==> config.mk <==
export PLATFORM = sky130hd
export DESIGN_NAME = pocs_top
export DESIGN_NICKNAME = d
export VERILOG_FILES = /design/src/rtl/pocs_chan.v /design/src/rtl/pocs_top.v
export VERILOG_INCLUDE_DIRS = /design/src /design/src/rtl
export SDC_FILE = /design/constraint.sdc
export NUM_CORES = 1
export LEC_CHECK = 0
export BUFFER_PORTS_ARGS = -buffer_cell sky130_fd_sc_hd__clkbuf_2
export CORE_MARGIN = 3
export CORE_UTILIZATION = 45
export CTS_CLUSTER_SIZE = 16
export DETAILED_ROUTE_END_ITERATION = 16
export PLACE_DENSITY = 0.67
export REMOVE_ABC_BUFFERS = 1
export SYNTH_ARGS = -nofsm -noshare
export SYNTH_HDL_FRONTEND = slang
export SYNTH_SLANG_ARGS = --single-unit
==> constraint.sdc <==
create_clock -name aclk -period 5.69 [get_ports aclk]
set_clock_uncertainty 0.05 [all_clocks]
set_input_delay 0.2845 -clock aclk [delete_from_list [all_inputs] [get_ports aclk]]
set_output_delay 0.2845 -clock aclk [all_outputs]
set_load 0.05 [all_outputs]
==> src/rtl/pocs_map.vh <==
`ifndef POCS_MAP_VH
`define POCS_MAP_VH
`define POCS_NUM_PH        8
`define POCS_NUM_CH        4
`define POCS_OFS_CTRL      8'h00
`define POCS_OFS_FBDIV     8'h04
`define POCS_OFS_STATUS    8'h08
`define POCS_OFS_CH0       8'h10
`define POCS_OFS_CH3       8'h1c
`define POCS_CTRL_EN_LSB   0
`define POCS_CTRL_SRC_LSB  4
`define POCS_CTRL_OFF_LSB  8
`define POCS_FB_FRAC_W     24
`define POCS_FB_INT_W      8
`define POCS_FB_RST        32'h40000000
`define POCS_CH_SEL_LSB    0
`define POCS_CH_DIV_LSB    4
`define POCS_CH_DLY_LSB    12
`define POCS_DIV_W         7
`define POCS_DIV_RST       7'h01
`define POCS_DLY_W         3
`define POCS_CH_RST        32'h00000010
`define POCS_RESP_OKAY     2'b00
`define POCS_RESP_SLVERR   2'b10
`endif

==> src/rtl/pocs_chan.v <==
`timescale 1ns/1ns
`default_nettype none
module pocs_chan #(
  parameter DIV_W = 7,
  parameter DLY_W = 3
) (
  input  wire             aclk,
  input  wire             aresetn,
  input  wire             ph,
  input  wire             qtick,
  input  wire [DIV_W-1:0] div,
  input  wire [DLY_W-1:0] dly,
  input  wire             unused,
  input  wire             req,
  output reg              clk_out,
  output reg              running
);
  localparam [1:0] ST_IDLE = 2'd0;
  localparam [1:0] ST_WAIT = 2'd1;
  localparam [1:0] ST_RUN  = 2'd2;

  reg  [1:0]       state;
  reg              req_s1;
  reg              req_s2;
  reg              ph_d;
  reg  [DIV_W-1:0] cnt;
  reg  [DLY_W-1:0] dcnt;
  reg              gate;
  wire [DIV_W-1:0] div_eff = (div == {DIV_W{1'b0}}) ? {{(DIV_W-1){1'b0}}, 1'b1} : div;
  wire [DIV_W:0]   half_w  = {1'b0, div_eff} + {{DIV_W{1'b0}}, 1'b1};
  wire [DIV_W-1:0] half    = half_w[DIV_W:1];
  wire             rise    = ph & ~ph_d;
  wire             run_st  = (state == ST_RUN);
  wire             want    = req_s2 & ~unused;
  wire             dout    = ~run_st ? 1'b0 :
                             (div_eff == {{(DIV_W-1){1'b0}}, 1'b1}) ? ph : (cnt < half);

  always @(posedge aclk) begin
    if (!aresetn) begin
      state   <= ST_IDLE;
      req_s1  <= 1'b0;
      req_s2  <= 1'b0;
      ph_d    <= 1'b0;
      cnt     <= {DIV_W{1'b0}};
      dcnt    <= {DLY_W{1'b0}};
      gate    <= 1'b0;
      clk_out <= 1'b0;
      running <= 1'b0;
    end else begin
      req_s1  <= req;
      req_s2  <= req_s1;
      ph_d    <= ph;
      if (!dout) begin
        gate <= want & run_st;
      end
      clk_out <= unused ? 1'b0 : (gate & dout);
      running <= gate;
      case (state)
        ST_IDLE: begin
          cnt  <= {DIV_W{1'b0}};
          dcnt <= {DLY_W{1'b0}};
          if (want) begin
            state <= (dly == {DLY_W{1'b0}}) ? ST_RUN : ST_WAIT;
          end
        end
        ST_WAIT: begin
          if (!want) begin
            state <= ST_IDLE;
          end else if (qtick) begin
            if (dcnt == dly - {{(DLY_W-1){1'b0}}, 1'b1}) begin
              state <= ST_RUN;
            end else begin
              dcnt <= dcnt + {{(DLY_W-1){1'b0}}, 1'b1};
            end
          end
        end
        ST_RUN: begin
          if (rise) begin
            if (cnt >= div_eff - {{(DIV_W-1){1'b0}}, 1'b1}) begin
              cnt <= {DIV_W{1'b0}};
            end else begin
              cnt <= cnt + {{(DIV_W-1){1'b0}}, 1'b1};
            end
          end
          if (!want && !gate && !dout) begin
            state <= ST_IDLE;
          end
        end
        default: begin
          state <= ST_IDLE;
        end
      endcase
    end
  end
endmodule
`default_nettype wire

==> src/rtl/pocs_top.v <==
`timescale 1ns/1ns
`default_nettype none
`include "pocs_map.vh"
module pocs_top #(
  parameter NUM_CH = 4,
  parameter DIV_W  = 7,
  parameter DLY_W  = 3
) (
  input  wire              aclk,
  input  wire              aresetn,
  input  wire [7:0]        s_axi_awaddr,
  input  wire              s_axi_awvalid,
  output wire              s_axi_awready,
  input  wire [31:0]       s_axi_wdata,
  input  wire [3:0]        s_axi_wstrb,
  input  wire              s_axi_wvalid,
  output wire              s_axi_wready,
  output reg  [1:0]        s_axi_bresp,
  output reg               s_axi_bvalid,
  input  wire              s_axi_bready,
  input  wire [7:0]        s_axi_araddr,
  input  wire              s_axi_arvalid,
  output wire              s_axi_arready,
  output reg  [31:0]       s_axi_rdata,
  output reg  [1:0]        s_axi_rresp,
  output reg               s_axi_rvalid,
  input  wire              s_axi_rready,
  input  wire [NUM_CH-1:0] fab_en,
  output reg  [7:0]        phase_out,
  output wire [NUM_CH-1:0] clk_out
);
  reg  [31:0]       ctrl;
  reg  [31:0]       fbdiv;
  reg  [31:0]       chcfg [0:NUM_CH-1];
  reg  [31:0]       acc;
  reg  [2:0]        idx;
  reg  [1:0]        qcnt;
  reg               qtick;
  reg               aw_held;
  reg               w_held;
  reg  [7:0]        aw_addr;
  reg  [31:0]       w_data;
  reg  [3:0]        w_strb;
  wire [32:0]       acc_sum = {1'b0, acc} + {1'b0, fbdiv};
  wire              osc_tick = acc_sum[32];
  wire [NUM_CH-1:0] running;
  wire [NUM_CH-1:0] req;
  wire [7:0]        next_phase;
  wire              do_write = aw_held & w_held & ~s_axi_bvalid;
  wire              aw_ok = (aw_addr[1:0] == 2'b00) &&
                            ((aw_addr == `POCS_OFS_CTRL) || (aw_addr == `POCS_OFS_FBDIV) ||
                             ((aw_addr >= `POCS_OFS_CH0) && (aw_addr <= `POCS_OFS_CH3)));
  wire [1:0]        aw_ch = aw_addr[3:2];
  wire [1:0]        ar_ch = s_axi_araddr[3:2];
  integer           k;

  assign s_axi_awready = ~aw_held;
  assign s_axi_wready  = ~w_held;
  assign s_axi_arready = ~s_axi_rvalid;

  // oscillator phase ring driven by fractional accumulator
  always @(posedge aclk) begin
    if (!aresetn) begin
      acc   <= 32'h00000000;
      idx   <= 3'h0;
      qcnt  <= 2'h0;
      qtick <= 1'b0;
    end else begin
      acc   <= acc_sum[31:0];
      qtick <= 1'b0;
      if (osc_tick) begin
        idx  <= idx + 3'h1;
        qcnt <= qcnt + 2'h1;
        qtick <= (qcnt == 2'h3);
      end
    end
  end

  genvar p;
  generate
    for (p = 0; p < 8; p = p + 1) begin : g_ph
      localparam [31:0] PH_OFS = p;
      wire [2:0] rel = idx - PH_OFS[2:0];
      assign next_phase[p] = ~rel[2];
    end
  endgenerate

  always @(posedge aclk) begin
    if (!aresetn) begin
      phase_out <= 8'h00;
    end else begin
      phase_out <= next_phase;
    end
  end

  genvar c;
  generate
    for (c = 0; c < NUM_CH; c = c + 1) begin : g_ch
      assign req[c] = ctrl[`POCS_CTRL_SRC_LSB + c] ? fab_en[c]
                                                   : ctrl[`POCS_CTRL_EN_LSB + c];
      pocs_chan #(
        .DIV_W (DIV_W),
        .DLY_W (DLY_W)
      ) u_chan (
        .aclk    (aclk),
        .aresetn (aresetn),
        .ph      (phase_out[chcfg[c][`POCS_CH_SEL_LSB +: 3]]),
        .qtick   (qtick),
        .div     (chcfg[c][`POCS_CH_DIV_LSB +: DIV_W]),
        .dly     (chcfg[c][`POCS_CH_DLY_LSB +: DLY_W]),
        .unused  (ctrl[`POCS_CTRL_OFF_LSB + c]),
        .req     (req[c]),
        .clk_out (clk_out[c]),
        .running (running[c])
      );
    end
  endgenerate

  // write channel
  always @(posedge aclk) begin
    if (!aresetn) begin
      aw_held      <= 1'b0;
      w_held       <= 1'b0;
      aw_addr      <= 8'h00;
      w_data       <= 32'h00000000;
      w_strb       <= 4'h0;
      s_axi_bvalid <= 1'b0;
      s_axi_bresp  <= `POCS_RESP_OKAY;
      ctrl         <= 32'h00000000;
      fbdiv        <= `POCS_FB_RST;
      for (k = 0; k < NUM_CH; k = k + 1) begin
        chcfg[k] <= `POCS_CH_RST;
      end
    end else begin
      if (s_axi_awvalid && !aw_held) begin
        aw_held <= 1'b1;
        aw_addr <= s_axi_awaddr;
      end
      if (s_axi_wvalid && !w_held) begin
        w_held <= 1'b1;
        w_data <= s_axi_wdata;
        w_strb <= s_axi_wstrb;
      end
      if (s_axi_bvalid && s_axi_bready) begin
        s_axi_bvalid <= 1'b0;
      end
      if (do_write) begin
        aw_held      <= 1'b0;
        w_held       <= 1'b0;
        s_axi_bvalid <= 1'b1;
        s_axi_bresp  <= aw_ok ? `POCS_RESP_OKAY : `POCS_RESP_SLVERR;
        for (k = 0; k < 4; k = k + 1) begin
          if (w_strb[k]) begin
            if (aw_addr == `POCS_OFS_CTRL) begin
              ctrl[k*8 +: 8] <= w_data[k*8 +: 8];
            end
            if (aw_addr == `POCS_OFS_FBDIV) begin
              fbdiv[k*8 +: 8] <= w_data[k*8 +: 8];
            end
            if (aw_ok && (aw_addr >= `POCS_OFS_CH0)) begin
              chcfg[aw_ch][k*8 +: 8] <= w_data[k*8 +: 8];
            end
          end
        end
      end
    end
  end

  // read channel
  always @(posedge aclk) begin
    if (!aresetn) begin
      s_axi_rvalid <= 1'b0;
      s_axi_rdata  <= 32'h00000000;
      s_axi_rresp  <= `POCS_RESP_OKAY;
    end else begin
      if (s_axi_rvalid && s_axi_rready) begin
        s_axi_rvalid <= 1'b0;
      end
      if (s_axi_arvalid && !s_axi_rvalid) begin
        s_axi_rvalid <= 1'b1;
        s_axi_rresp  <= `POCS_RESP_OKAY;
        s_axi_rdata  <= 32'h00000000;
        if (s_axi_araddr == `POCS_OFS_CTRL) begin
          s_axi_rdata <= ctrl & 32'h00000fff;
        end else if (s_axi_araddr == `POCS_OFS_FBDIV) begin
          s_axi_rdata <= fbdiv;
        end else if (s_axi_araddr == `POCS_OFS_STATUS) begin
          s_axi_rdata <= {{(32-NUM_CH){1'b0}}, running};
        end else if ((s_axi_araddr[1:0] == 2'b00) && (s_axi_araddr >= `POCS_OFS_CH0) &&
                     (s_axi_araddr <= `POCS_OFS_CH3)) begin
          s_axi_rdata <= chcfg[ar_ch] & 32'h00007ff7;
        end else begin
          s_axi_rresp <= `POCS_RESP_SLVERR;
        end
      end
    end
  end
endmodule
`default_nettype wire

==> results.sh, run 1 <==
export IMPL_r2r_start="chcfg[1][6]"
export IMPL_overflow=0
export IMPL_rrSetupSlack_ns=2.01
export IMPL_htreeDepth=2
export IMPL_relSlewSlack_pct=12.7
export IMPL_yosys_area_share_adder_pct=8.69
export IMPL_synth_compound_area_share_pct=14.3
export IMPL_core_area_sq_um=35100
export IMPL_n_fill_cell=3190
export IMPL_hp_start="fab_en[3]"
export IMPL_drt_iter0_drc=978
export IMPL_r2r_end="g_ch[1].u_chan.cnt[3]"
export IMPL_antennaDiodeCount=0
export IMPL_yosysTopAreaCellShare_pct=30.1
export IMPL_synth_async_reset_ratio_pct=0
export IMPL_yosys_area_share_simple_pct=20.8
export IMPL_period_minus_slack_ns=3.68
export IMPL_synth_seq_cells=300
export IMPL_grt_max_degree=65
export IMPL_power_density_nw_per_um2=266
export IMPL_yosysTopAreaCell="dfxtp_1"
export IMPL_drive_above_1_share_pct=12.0
export IMPL_final_nets=2088
export IMPL_seq_area_frac_synth_pct=40.5
export IMPL_post_cts_buffers=0
export IMPL_synth_flop_cell="dfxtp_1"
export IMPL_hold_viol=0
export IMPL_synthMuxAreaShare_pct=7.24
export IMPL_cts_tree="built"
export IMPL_path_max_fanout=10
export IMPL_syn2layout_area_growth_pct=16.0
export IMPL_crit_type="reg -> reg"
export IMPL_drt_first_pass_iters=6
export IMPL_num_rows=68
export IMPL_synthXorXnorAreaFrac_pct=4.69
export IMPL_swShare_pct=23.8
export IMPL_whs_ns=0.0118
export IMPL_final_antenna_net_count=0
export IMPL_ys_top_cells_by_area="dfxtp_1 (30%), edfxtp_1 (10%), ha_1 (8.6%)"
export IMPL_synth_area_per_cell_sq_um=9.08
export IMPL_fmax_mhz=272
export IMPL_drc_errors=0
export IMPL_io_pins=116
export IMPL_numCtsBuffers=35
export IMPL_cts_num_sinks=300
export IMPL_start_kind="flip-flop"
export IMPL_initial_core_util_pct=46.3
export IMPL_worstSkewPairLatency_ns=0.54
export IMPL_min_path_cells=3
export IMPL_via_per_inst=5.68
export IMPL_path_clk_slew_ns=0.06
export IMPL_chipWidth_microns=196
export IMPL_cts_buffer_depth=3
export IMPL_synth_top_family_by_area="simple AND/OR/NAND/NOR gates"
export IMPL_holdPathEnd="g_ch[3].u_chan.req_s1"
export IMPL_grt_pass1_vias=13300
export IMPL_synth_cells=1786
export IMPL_power_switching_w=0.00119
export IMPL_dp_hpwl_mm=31.7
export IMPL_synth_warnings=0
export IMPL_status="complete, no violations"
export IMPL_p_int_w=0.00382
export IMPL_setup_viol=0
export IMPL_grt_use_total_pct=22.7
export IMPL_ir_drop_mv=0.224
export IMPL_comb_power_share_pct=7.1
export IMPL_yosys_cell_types_count=82
export IMPL_grt_pass1_wl_mm=70.9
export IMPL_synth_edf_count=56
export IMPL_max_cap_violations=0
export IMPL_vias=13600
export IMPL_netlist_area_sq_um=16200
export IMPL_tightest_slew_ns=1.30
export IMPL_io_buffers=113
export IMPL_cp_end_kind="flip-flop"
export IMPL_worstPathArrival_ns=4.06
export IMPL_grt_setup_unrepaired="false"
export IMPL_crit_required_ns=6.07
export IMPL_gp_congestion=0.895
export IMPL_slew_violations=0
export IMPL_pwr_share_seq_pct=45.3
export IMPL_p_clk_share_pct=47.6
export IMPL_routedWlPerCell_microns=18.6
export IMPL_timing_final_crit_share_pct=64.6
export IMPL_clock_root_buffer="clkbuf_16"
export IMPL_die_height_microns=196
export IMPL_antenna_found_initial=0
export IMPL_drt_wl_total_mm=44.5
export IMPL_min_path_type="in -> reg"
export IMPL_rr_worst_depth=11
export IMPL_setup_tns_ns=0
export IMPL_dieArea_sq_um=38300
export IMPL_leakage_nw=7.73
[worst max path at each step]
stage / depth (start not counted) / to / from
2_1_floorplan: 5 / g_ch[1].u_chan.cnt[2] / aresetn
3_3_place_gp: 10 / g_ch[1].u_chan.cnt[2] / chcfg[1][6]
3_5_place_dp: 10 / g_ch[1].u_chan.cnt[3] / chcfg[1][6]
4_1_cts: 10 / g_ch[1].u_chan.cnt[3] / chcfg[1][6]
5_1_grt: 12 / g_ch[3].u_chan.cnt[2] / chcfg[3][7]
6_report: 11 / g_ch[1].u_chan.cnt[3] / chcfg[1][6]
[cell families (layout without fill, tap and decap cells)]
group / after synthesis / after routing
buf+inv: 149 / 300
xor+xnor: 82 / 82
simple gates: 686 / 686
flops: 300 / 300
mux: 87 / 87
fa+ha+maj: 112 / 112
compound gates: 369 / 369
other cells: 1 / 2
[per-stage QoR]
step | worst slack, ns | instances | area (sq um) | util, % | power (W)
after floorplan | 2.03 | 1700 | 15800 | - | 0.00250
after global placement | 2.26 | 2280 | 17100 | 48.7 | 0.00263
after detailed placement | 2.09 | 2280 | 17100 | 48.7 | 0.00264
after CTS | 2.04 | 2393 | 18800 | 53.7 | 0.00504
after global routing | 1.68 | 2393 | 18800 | 53.7 | 0.00516
final | 2.01 | 2393 | 18800 | 53.7 | 0.00501
[cell type report]
type                       count  area, sq um  share of cell area [%]
clock buffer                  51         1090                    5.80
clock inverter                11          143                   0.758
inverter                      62          235                    1.25
multi-input combinational   1338         9040                    48.1
sequential                   300         6570                    34.9
tap                          455          569                    3.03
timing repair buffer         176         1170                    6.20
[sequential cells by signal, indices dropped and copies added, names as in the netlist, 2 cells and up]
register / cells
g_ch.u_chan.ph_d: 4
g_ch.u_chan.gate: 4
w_strb: 4
fbdiv: 32
g_ch.u_chan.clk_out: 4
idx: 3
s_axi_rdata: 32
qcnt: 2
w_data: 32
g_ch.u_chan.state: 8
ctrl: 12
g_ch.u_chan.req_s1: 4
g_ch.u_chan.req_s2: 4
aw_addr: 8
acc: 32
phase_out: 8
chcfg: 56
g_ch.u_chan.dcnt: 12
g_ch.u_chan.cnt: 28
g_ch.u_chan.running: 4
[worst max-delay path, cell delays in order, from the launching register on]
cell,delay (ns)
edfxtp_1,0.53
nor4_1,0.50
nor2b_1,0.20
a21oi_1,0.13
ha_1,0.25
nand2_1,0.09
xor2_1,0.07
ha_1,0.31
nand2_1,0.07
o311ai_1,0.92
o22ai_1,0.22
a21o_1,0.23
[Yosys cell counts (all sizes together) (13+ instances only)]
library cell and instances:
and3 23, xnor2 39, nand2b 41, nand3 76, mux2i 55, and2 68, a211oi 30, xor2 40
ha 111, edfxtp 56, a21oi 157, nor3 36, nor2b 19, nand2 218, inv 61, buf 17
mux4 22, a21o 22, clkbuf 70, o21ai 54, nor3b 14, dfxtp 244, nand4 13, nor2 137
a22oi 22
[metal layers]
layer	up-vias	GRT usage [%]	routed length (microns)
met2	389	37.3	20600
met5	-	0	0
li1	6613	-	-
met3	74	3.80	2740
met4	0	6.84	1100
met1	6521	30.8	20100
[power by group through the flow]
stage	registers (W)	logic (W)	clock network, W
floorplan	0.00233	0.000173	0
global placement	0.00231	0.000321	0
detailed placement	0.00231	0.000326	0
CTS	0.00227	0.000355	0.00242
global route	0.00227	0.000388	0.00250
finish	0.00227	0.000357	0.00238
[cells in the final DEF, fill, tap and decap left out, drive strengths merged, types with 19 or more instances in the layout]
| master | instances |
|---|---|
| inv | 62 |
| xor2 | 40 |
| clkbuf | 164 |
| nand2 | 218 |
| nand2b | 41 |
| a211oi | 30 |
| nor2b | 19 |
| a21oi | 157 |
| dlygate4sd3 | 51 |
| o21ai | 54 |
| dfxtp | 244 |
| xnor2 | 39 |
| mux4 | 22 |
| ha | 111 |
| nand3 | 76 |
| and3 | 23 |
| nor2 | 137 |
| a21o | 22 |
| mux2i | 55 |
| and2 | 68 |
| nor3 | 36 |
| a22oi | 22 |
| edfxtp | 56 |
[repair_timing]
item / 4_1_cts / 5_1_grt
endpoints found under the setup margin: 0 / 0
hold endpoints to repair: 50 / 0
hold buffers: 51 / 0
gates resized for setup: 0 / 0
Power figures use the tool's default switching activity.
==> run 2, diff against run 1 <==
==> constraint.sdc (replaced) <==
create_clock -name aclk -period 3.7 [get_ports aclk]
set_clock_uncertainty 0.05 [all_clocks]
set_input_delay 0.185 -clock aclk [delete_from_list [all_inputs] [get_ports aclk]]
set_output_delay 0.185 -clock aclk [all_outputs]
set_load 0.05 [all_outputs]
==> run 2 against run 1 <==
- maximum frequency is 8.9% higher
- count of clock-buffer cells in the layout down 1
- utilization increased by 0.43 points
- combinational power up 58%
- sequential power is 54% higher
- critical path type unchanged
==> results.sh, run 2 (same netlist as run 1, synthesis figures left out) <==
export IMPL_drc_errors=0
export IMPL_ir_drop_mv=0.398
export IMPL_numCtsBuffers=35
export IMPL_status="complete, no violations"
export IMPL_timing_final_crit_share_pct=91.3
export IMPL_regMostFlops="chcfg"
export IMPL_cts_tree="built"
export IMPL_drive_above_1_share_pct=12.5
export IMPL_io_pins=116
export IMPL_crit_required_ns=4.10
export IMPL_routedWlPerCell_microns=18.5
export IMPL_grt_max_degree=78
export IMPL_via_per_inst=5.69
export IMPL_final_common_cell="dfxtp_1"
export IMPL_chipWidth_microns=196
export IMPL_min_path_type="in -> reg"
export IMPL_io_buffers=113
export IMPL_clock_root_buffer="clkbuf_16"
export IMPL_tightest_slew_ns=1.05
export IMPL_max_cap_violations=0
export IMPL_initial_core_util_pct=46.3
export IMPL_grt_pass1_vias=13000
export IMPL_slew_violations=0
export IMPL_fmax_mhz=296
export IMPL_gp_congestion=0.908
export IMPL_grt_use_total_pct=22.4
export IMPL_leakage_nw=7.79
export IMPL_path_max_fanout=8
export IMPL_syn2layout_area_growth_pct=17.0
export IMPL_cp_end_kind="flip-flop"
export IMPL_most_common_layout_cells="dfxtp_1 (244), nand2_1 (218), a21oi_1 (156)"
export IMPL_drt_first_pass_iters=5
export IMPL_worstSkewPairLatency_ns=0.54
export IMPL_worstPathArrival_ns=3.78
export IMPL_drt_wl_total_mm=44.4
export IMPL_final_antenna_net_count=0
export IMPL_n_fill_cell=3096
export IMPL_cts_buffer_depth=3
export IMPL_stdcell_count=2409
export IMPL_power_w=0.00770
export IMPL_core_area_sq_um=35100
export IMPL_setup_tns_ns=0
export IMPL_path_clk_slew_ns=0.06
export IMPL_antenna_found_initial=1
export IMPL_crit_path_top_delay_cell="edfxtp_1"
export IMPL_grt_pass1_wl_mm=69.3
export IMPL_relSlewSlack_pct=30.0
export IMPL_start_kind="flip-flop"
export IMPL_crit_type="reg -> reg"
export IMPL_vias=13700
export IMPL_dieArea_sq_um=38300
export IMPL_largest_reg_flops=56
export IMPL_final_nets=2102
export IMPL_die_height_microns=196
export IMPL_cts_num_sinks=300
export IMPL_drt_iter0_drc=993
export IMPL_crit_chain="nor4_2 > nor2b_1 > a21oi_1 > ha_1 > nand2_1 > xor2_1 > ha_1 > a21oi_1 > o21ai_0 > nor4b_2 > o311ai_2 > buf_4 > o21ai_0"
export IMPL_num_rows=68
export IMPL_placed_cells=2290
export IMPL_dp_hpwl_mm=32.0
export IMPL_htreeDepth=2
export IMPL_overflow=0
export IMPL_period_minus_slack_ns=3.38
export IMPL_hold_viol=0
export IMPL_critPathMaxStageDelay_ns=0.53
export IMPL_setup_viol=0
export IMPL_power_density_nw_per_um2=406
## run 2: changes by cell type in the layout (fill, tap and decap cells not counted), moves of 3 or more
| cell | delta |
|---|---|
| buf_12 | +3 |
| buf_4 | +8 |
| clkbuf_8 | -3 |
| clkinv_1 | +3 |
## run 2: through the flow
| step | utilization [%] | worst slack [ns] | hold slack (ns) | area [sq um] |
|---|---|---|---|---|
| after floorplan | - | 0.144 | 0.207 | 15800 |
| after CTS | 54.0 | 0.0637 | 0.107 | 18900 |
| after global routing | 54.1 | -0.0296 | 0.161 | 19000 |
| after global placement | 49.0 | 0.265 | 0.321 | 17200 |
| after detailed placement | 49.0 | 0.0928 | 0.330 | 17200 |
| final | 54.1 | 0.323 | 0.159 | 19000 |
## run 2: report_power, final
group	switching (W)	internal [W]
clock network	0.00141	0.00223
registers	0.0000944	0.00340
logic	0.000344	0.000219
total	0.00185	0.00584
## run 2: metal layers
metal  up-vias  global-route usage [%]  part of all wire [%]
met5         -                       0                     0
met4         0                    8.08                   3.5
met3        95                    4.83                   7.3
met2       441                    35.9                    46
met1      6521                    29.9                    44
li1       6649                       -                     -
## run 2: timing repair
item                       in CTS  in global routing
setup buffers                   0                  1
setup endpoints to repair       0                 12
hold buffers                   53                  0
hold endpoints to repair       52                  0
resized for setup               0                  5
## run 2: layout make-up
| class | instances | area (sq um) | area share (%) |
|---|---|---|---|
| clock inverters | 13 | 163 | 0.858 |
| diodes | 1 | 2.50 | 0.0132 |
| flip-flops and latches | 300 | 6570 | 34.6 |
| clock buffers | 50 | 1040 | 5.47 |
| well taps | 455 | 569 | 3.00 |
| inverters | 62 | 235 | 1.24 |
| multi-input cells | 1339 | 9090 | 47.9 |
| repair buffers | 189 | 1310 | 6.89 |
## run 2: worst max-delay path: cells and delay by family (launching register included)
kind | cells | cell delay, ns
flops | 1 | 0.53
simple gates | 4 | 1.02
xor+xnor | 1 | 0.18
compound gates | 5 | 0.77
fa+ha+maj | 2 | 0.53
buf+inv | 1 | 0.20
## run 2: final timing paths
kind / slack (ns) / cells past startpoint / end / startpoint
worst max-delay path: 0.32 / 13 / g_ch[1].u_chan.cnt[5] / chcfg[1][6]
worst min-delay path: 0.16 / 4 / s_axi_rdata[3] / s_axi_araddr[4]
worst max register to register: 0.32 / 13 / g_ch[1].u_chan.cnt[5] / chcfg[1][6]
worst min register to register: 0.39 / 1 / g_ch[2].u_chan.req_s2 / g_ch[2].u_chan.req_s1
==> run 3, diff against run 2 <==
--- a/config.mk
+++ b/config.mk
@@ -6,6 +6,7 @@
 export SDC_FILE = /design/constraint.sdc
 export NUM_CORES = 1
 export LEC_CHECK = 0
+export ABC_AREA = 1
 export BUFFER_PORTS_ARGS = -buffer_cell sky130_fd_sc_hd__clkbuf_2
 export CORE_MARGIN = 3
 export CORE_UTILIZATION = 45
==> run 3 against run 2 <==
- register-to-register slack improved by 0.48 ns
- maximum frequency increased by 16%
- critical path type unchanged
- utilization decreased by 1.0 points
- worst setup slack improved by 0.48 ns
- cell area increased by 5.6%
- total power increased by 9.1%
==> results.sh, run 3 <==
export IMPL_status="complete, no violations"
export IMPL_timing_final_crit_share_pct=78.4
export IMPL_drt_first_pass_iters=6
export IMPL_place_ws_ns=0.833
export IMPL_period_minus_slack_ns=2.90
export IMPL_relSlewSlack_pct=25.8
export IMPL_cts_hold_buf=52
export IMPL_seq_area_frac_synth_pct=38.0
export IMPL_cts_num_sinks=300
export IMPL_antenna_found_initial=1
export IMPL_gp_congestion=0.957
export IMPL_r2r_start="chcfg[0][9]"
export IMPL_vias=16400
export IMPL_yosysTopAreaCellShare_pct=28.2
export IMPL_grt_pass1_vias=15200
export IMPL_drive_above_1_share_pct=9.12
export IMPL_yosysMostFrequentCell="nand2_1"
export IMPL_power_density_nw_per_um2=419
export IMPL_r2r_end="g_ch[0].u_chan.cnt[5]"
export IMPL_core_area_sq_um=37800
export IMPL_ys_top_cells_by_area="dfxtp_1 (28%), nand2_1 (13%), edfxtp_1 (9.7%)"
export IMPL_crit_path_top_delay_cell="edfxtp_1"
export IMPL_whs_ns=0.182
export IMPL_num_rows=71
export IMPL_grt_max_degree=159
export IMPL_slew_violations=0
export IMPL_syn2layout_area_growth_pct=15.9
export IMPL_yosysTopAreaCell="dfxtp_1"
export IMPL_synth_warnings=0
export IMPL_crit_chain="nor2_1 > nand2_1 > inv_1 > a31oi_1 > ha_1 > nand3_1 > xor2_1 > ha_1 > a21o_1 > nor2_1 > nand3_1 > nor2_1 > nand3_1 > a21oi_1"
export IMPL_drt_iter0_drc=1205
export IMPL_ys_top_cells_by_count="nand2_1 (600), inv_1 (317), nor2_1 (303)"
export IMPL_power_w=0.00839
export IMPL_setup_viol=0
export IMPL_largest_reg_flops=56
export IMPL_min_path_cells=4
export IMPL_chipWidth_microns=202
export IMPL_drc_errors=0
export IMPL_use_met3_pct=4.65
export IMPL_path_max_fanout=7
export IMPL_tightest_slew_ns=1.11
export IMPL_worstSkewPairLatency_ns=0.55
export IMPL_hold_viol=0
export IMPL_cts_tree="built"
export IMPL_worstPathArrival_ns=3.31
export IMPL_ir_drop_mv=0.358
export IMPL_critPathMaxStageDelay_ns=0.41
export IMPL_final_common_cell="nand2_1"
export IMPL_synth_cells=2458
export IMPL_routedWlPerCell_microns=16.2
export IMPL_grt_pass1_wl_mm=80.5
export IMPL_setup_slack_ns=0.799
export IMPL_io_pins=116
export IMPL_crit_required_ns=4.11
export IMPL_rr_worst_depth=14
export IMPL_rrSetupSlack_ns=0.80
export IMPL_netlist_area_sq_um=17300
export IMPL_post_cts_buffers=0
export IMPL_most_common_layout_cells="nand2_1 (599), inv_1 (317), nor2_1 (303)"
export IMPL_synth_flop_cell="dfxtp_1"
export IMPL_clock_root_buffer="clkbuf_16"
export IMPL_max_cap_violations=0
export IMPL_io_buffers=113
export IMPL_path_buf_inv=1
export IMPL_overflow=0
export IMPL_dp_hpwl_mm=38.0
export IMPL_drt_wl_total_mm=51.0
export IMPL_cts_resized=0
export IMPL_die_height_microns=202
export IMPL_dieArea_sq_um=40800
export IMPL_crit_type="reg -> reg"
export IMPL_synth_edf_count=56
export IMPL_grt_use_total_pct=24.4
export IMPL_final_antenna_net_count=0
export IMPL_synth_seq_cells=300
export IMPL_cts_buffer_depth=3
export IMPL_fmax_mhz=345
export IMPL_hp_start="s_axi_arvalid"
export IMPL_synth_area_per_cell_sq_um=7.03
export IMPL_setup_tns_ns=0
export IMPL_leakage_nw=9.26
export IMPL_start_kind="flip-flop"
export IMPL_via_per_inst=5.21
export IMPL_synth_async_reset_ratio_pct=0
export IMPL_met2_usage_pct=40.3
export IMPL_crit_family="simple AND/OR/NAND/NOR gates"
export IMPL_min_path_type="in -> reg"
export IMPL_final_nets=2782
export IMPL_regMostFlops="chcfg"
export IMPL_use_met1_pct=32.3
export IMPL_grt_setup_unrepaired="false"
export IMPL_cp_end_kind="flip-flop"
export IMPL_path_clk_slew_ns=0.06
export IMPL_grt_busiest_layer="met2"
export IMPL_initial_core_util_pct=45.8
export IMPL_htreeDepth=2
export IMPL_yosys_cell_types_count=50
export IMPL_numCtsBuffers=35
export IMPL_holdPathEnd="s_axi_rdata[19]"
## run 3: worst max-delay path by stage
stage            startpoint                    end  slack (ns)  cells past startpoint
2_1_floorplan  s_axi_rvalid        s_axi_rdata[14]        0.85                      7
3_3_place_gp   chcfg[0][10]  g_ch[0].u_chan.cnt[6]        0.98                     14
3_5_place_dp    chcfg[0][9]  g_ch[0].u_chan.cnt[3]        0.83                     14
4_1_cts         chcfg[0][9]  g_ch[0].u_chan.cnt[3]        0.82                     14
5_1_grt        chcfg[2][10]  g_ch[2].u_chan.cnt[5]        0.50                     14
6_report        chcfg[0][9]  g_ch[0].u_chan.cnt[5]        0.80                     14
## run 3: logic make-up after synthesis
group / after synthesis / synth area share, %
XOR/XNOR: 56 / 2.84
flip-flops: 300 / 38.0
other: 1 / 0.0217
AND/OR/NAND/NOR: 1195 / 29.8
buffers and inverters: 392 / 8.98
adder cells (fa/ha/maj): 112 / 8.15
AO/OA/AOI/OAI: 402 / 12.2
## run 3: per-stage QoR
step / utilization, % / instances / instance area (sq um)
after floorplan: - / 2395 / 17000
after global placement: 48.4 / 3029 / 18300
after detailed placement: 48.4 / 3029 / 18300
after CTS: 53.1 / 3144 / 20000
after global routing: 53.1 / 3145 / 20000
final: 53.1 / 3145 / 20000
## run 3: area by class of cell
type | instances | area, sq um
antenna | 1 | 2.50
inverter | 328 | 1230
clock inverter | 14 | 208
clock buffer | 49 | 1030
sequential | 300 | 6570
fill | 3661 | 17700
timing repair buffer | 175 | 1180
tap | 511 | 639
multi-input combinational | 1767 | 9180
## run 3: per-layer routing
metal	part of all wire [%]	routed length, microns
met2	46	23400
met3	6.8	3480
met5	0	0
met4	3.2	1640
met1	44	22500
## run 3: power breakdown
group	internal, W	leakage, nW	switching [W]
clock network	0.00230	0.602	0.00144
registers	0.00344	2.55	0.000102
logic	0.000318	6.11	0.000780
total	0.00607	9.26	0.00233
## run 3: tightest hold or removal path, stage by stage
cell	delay [ns]
clkbuf_2	0.08
nand2_2	0.25
nand2_1	0.14
a21oi_1	0.05
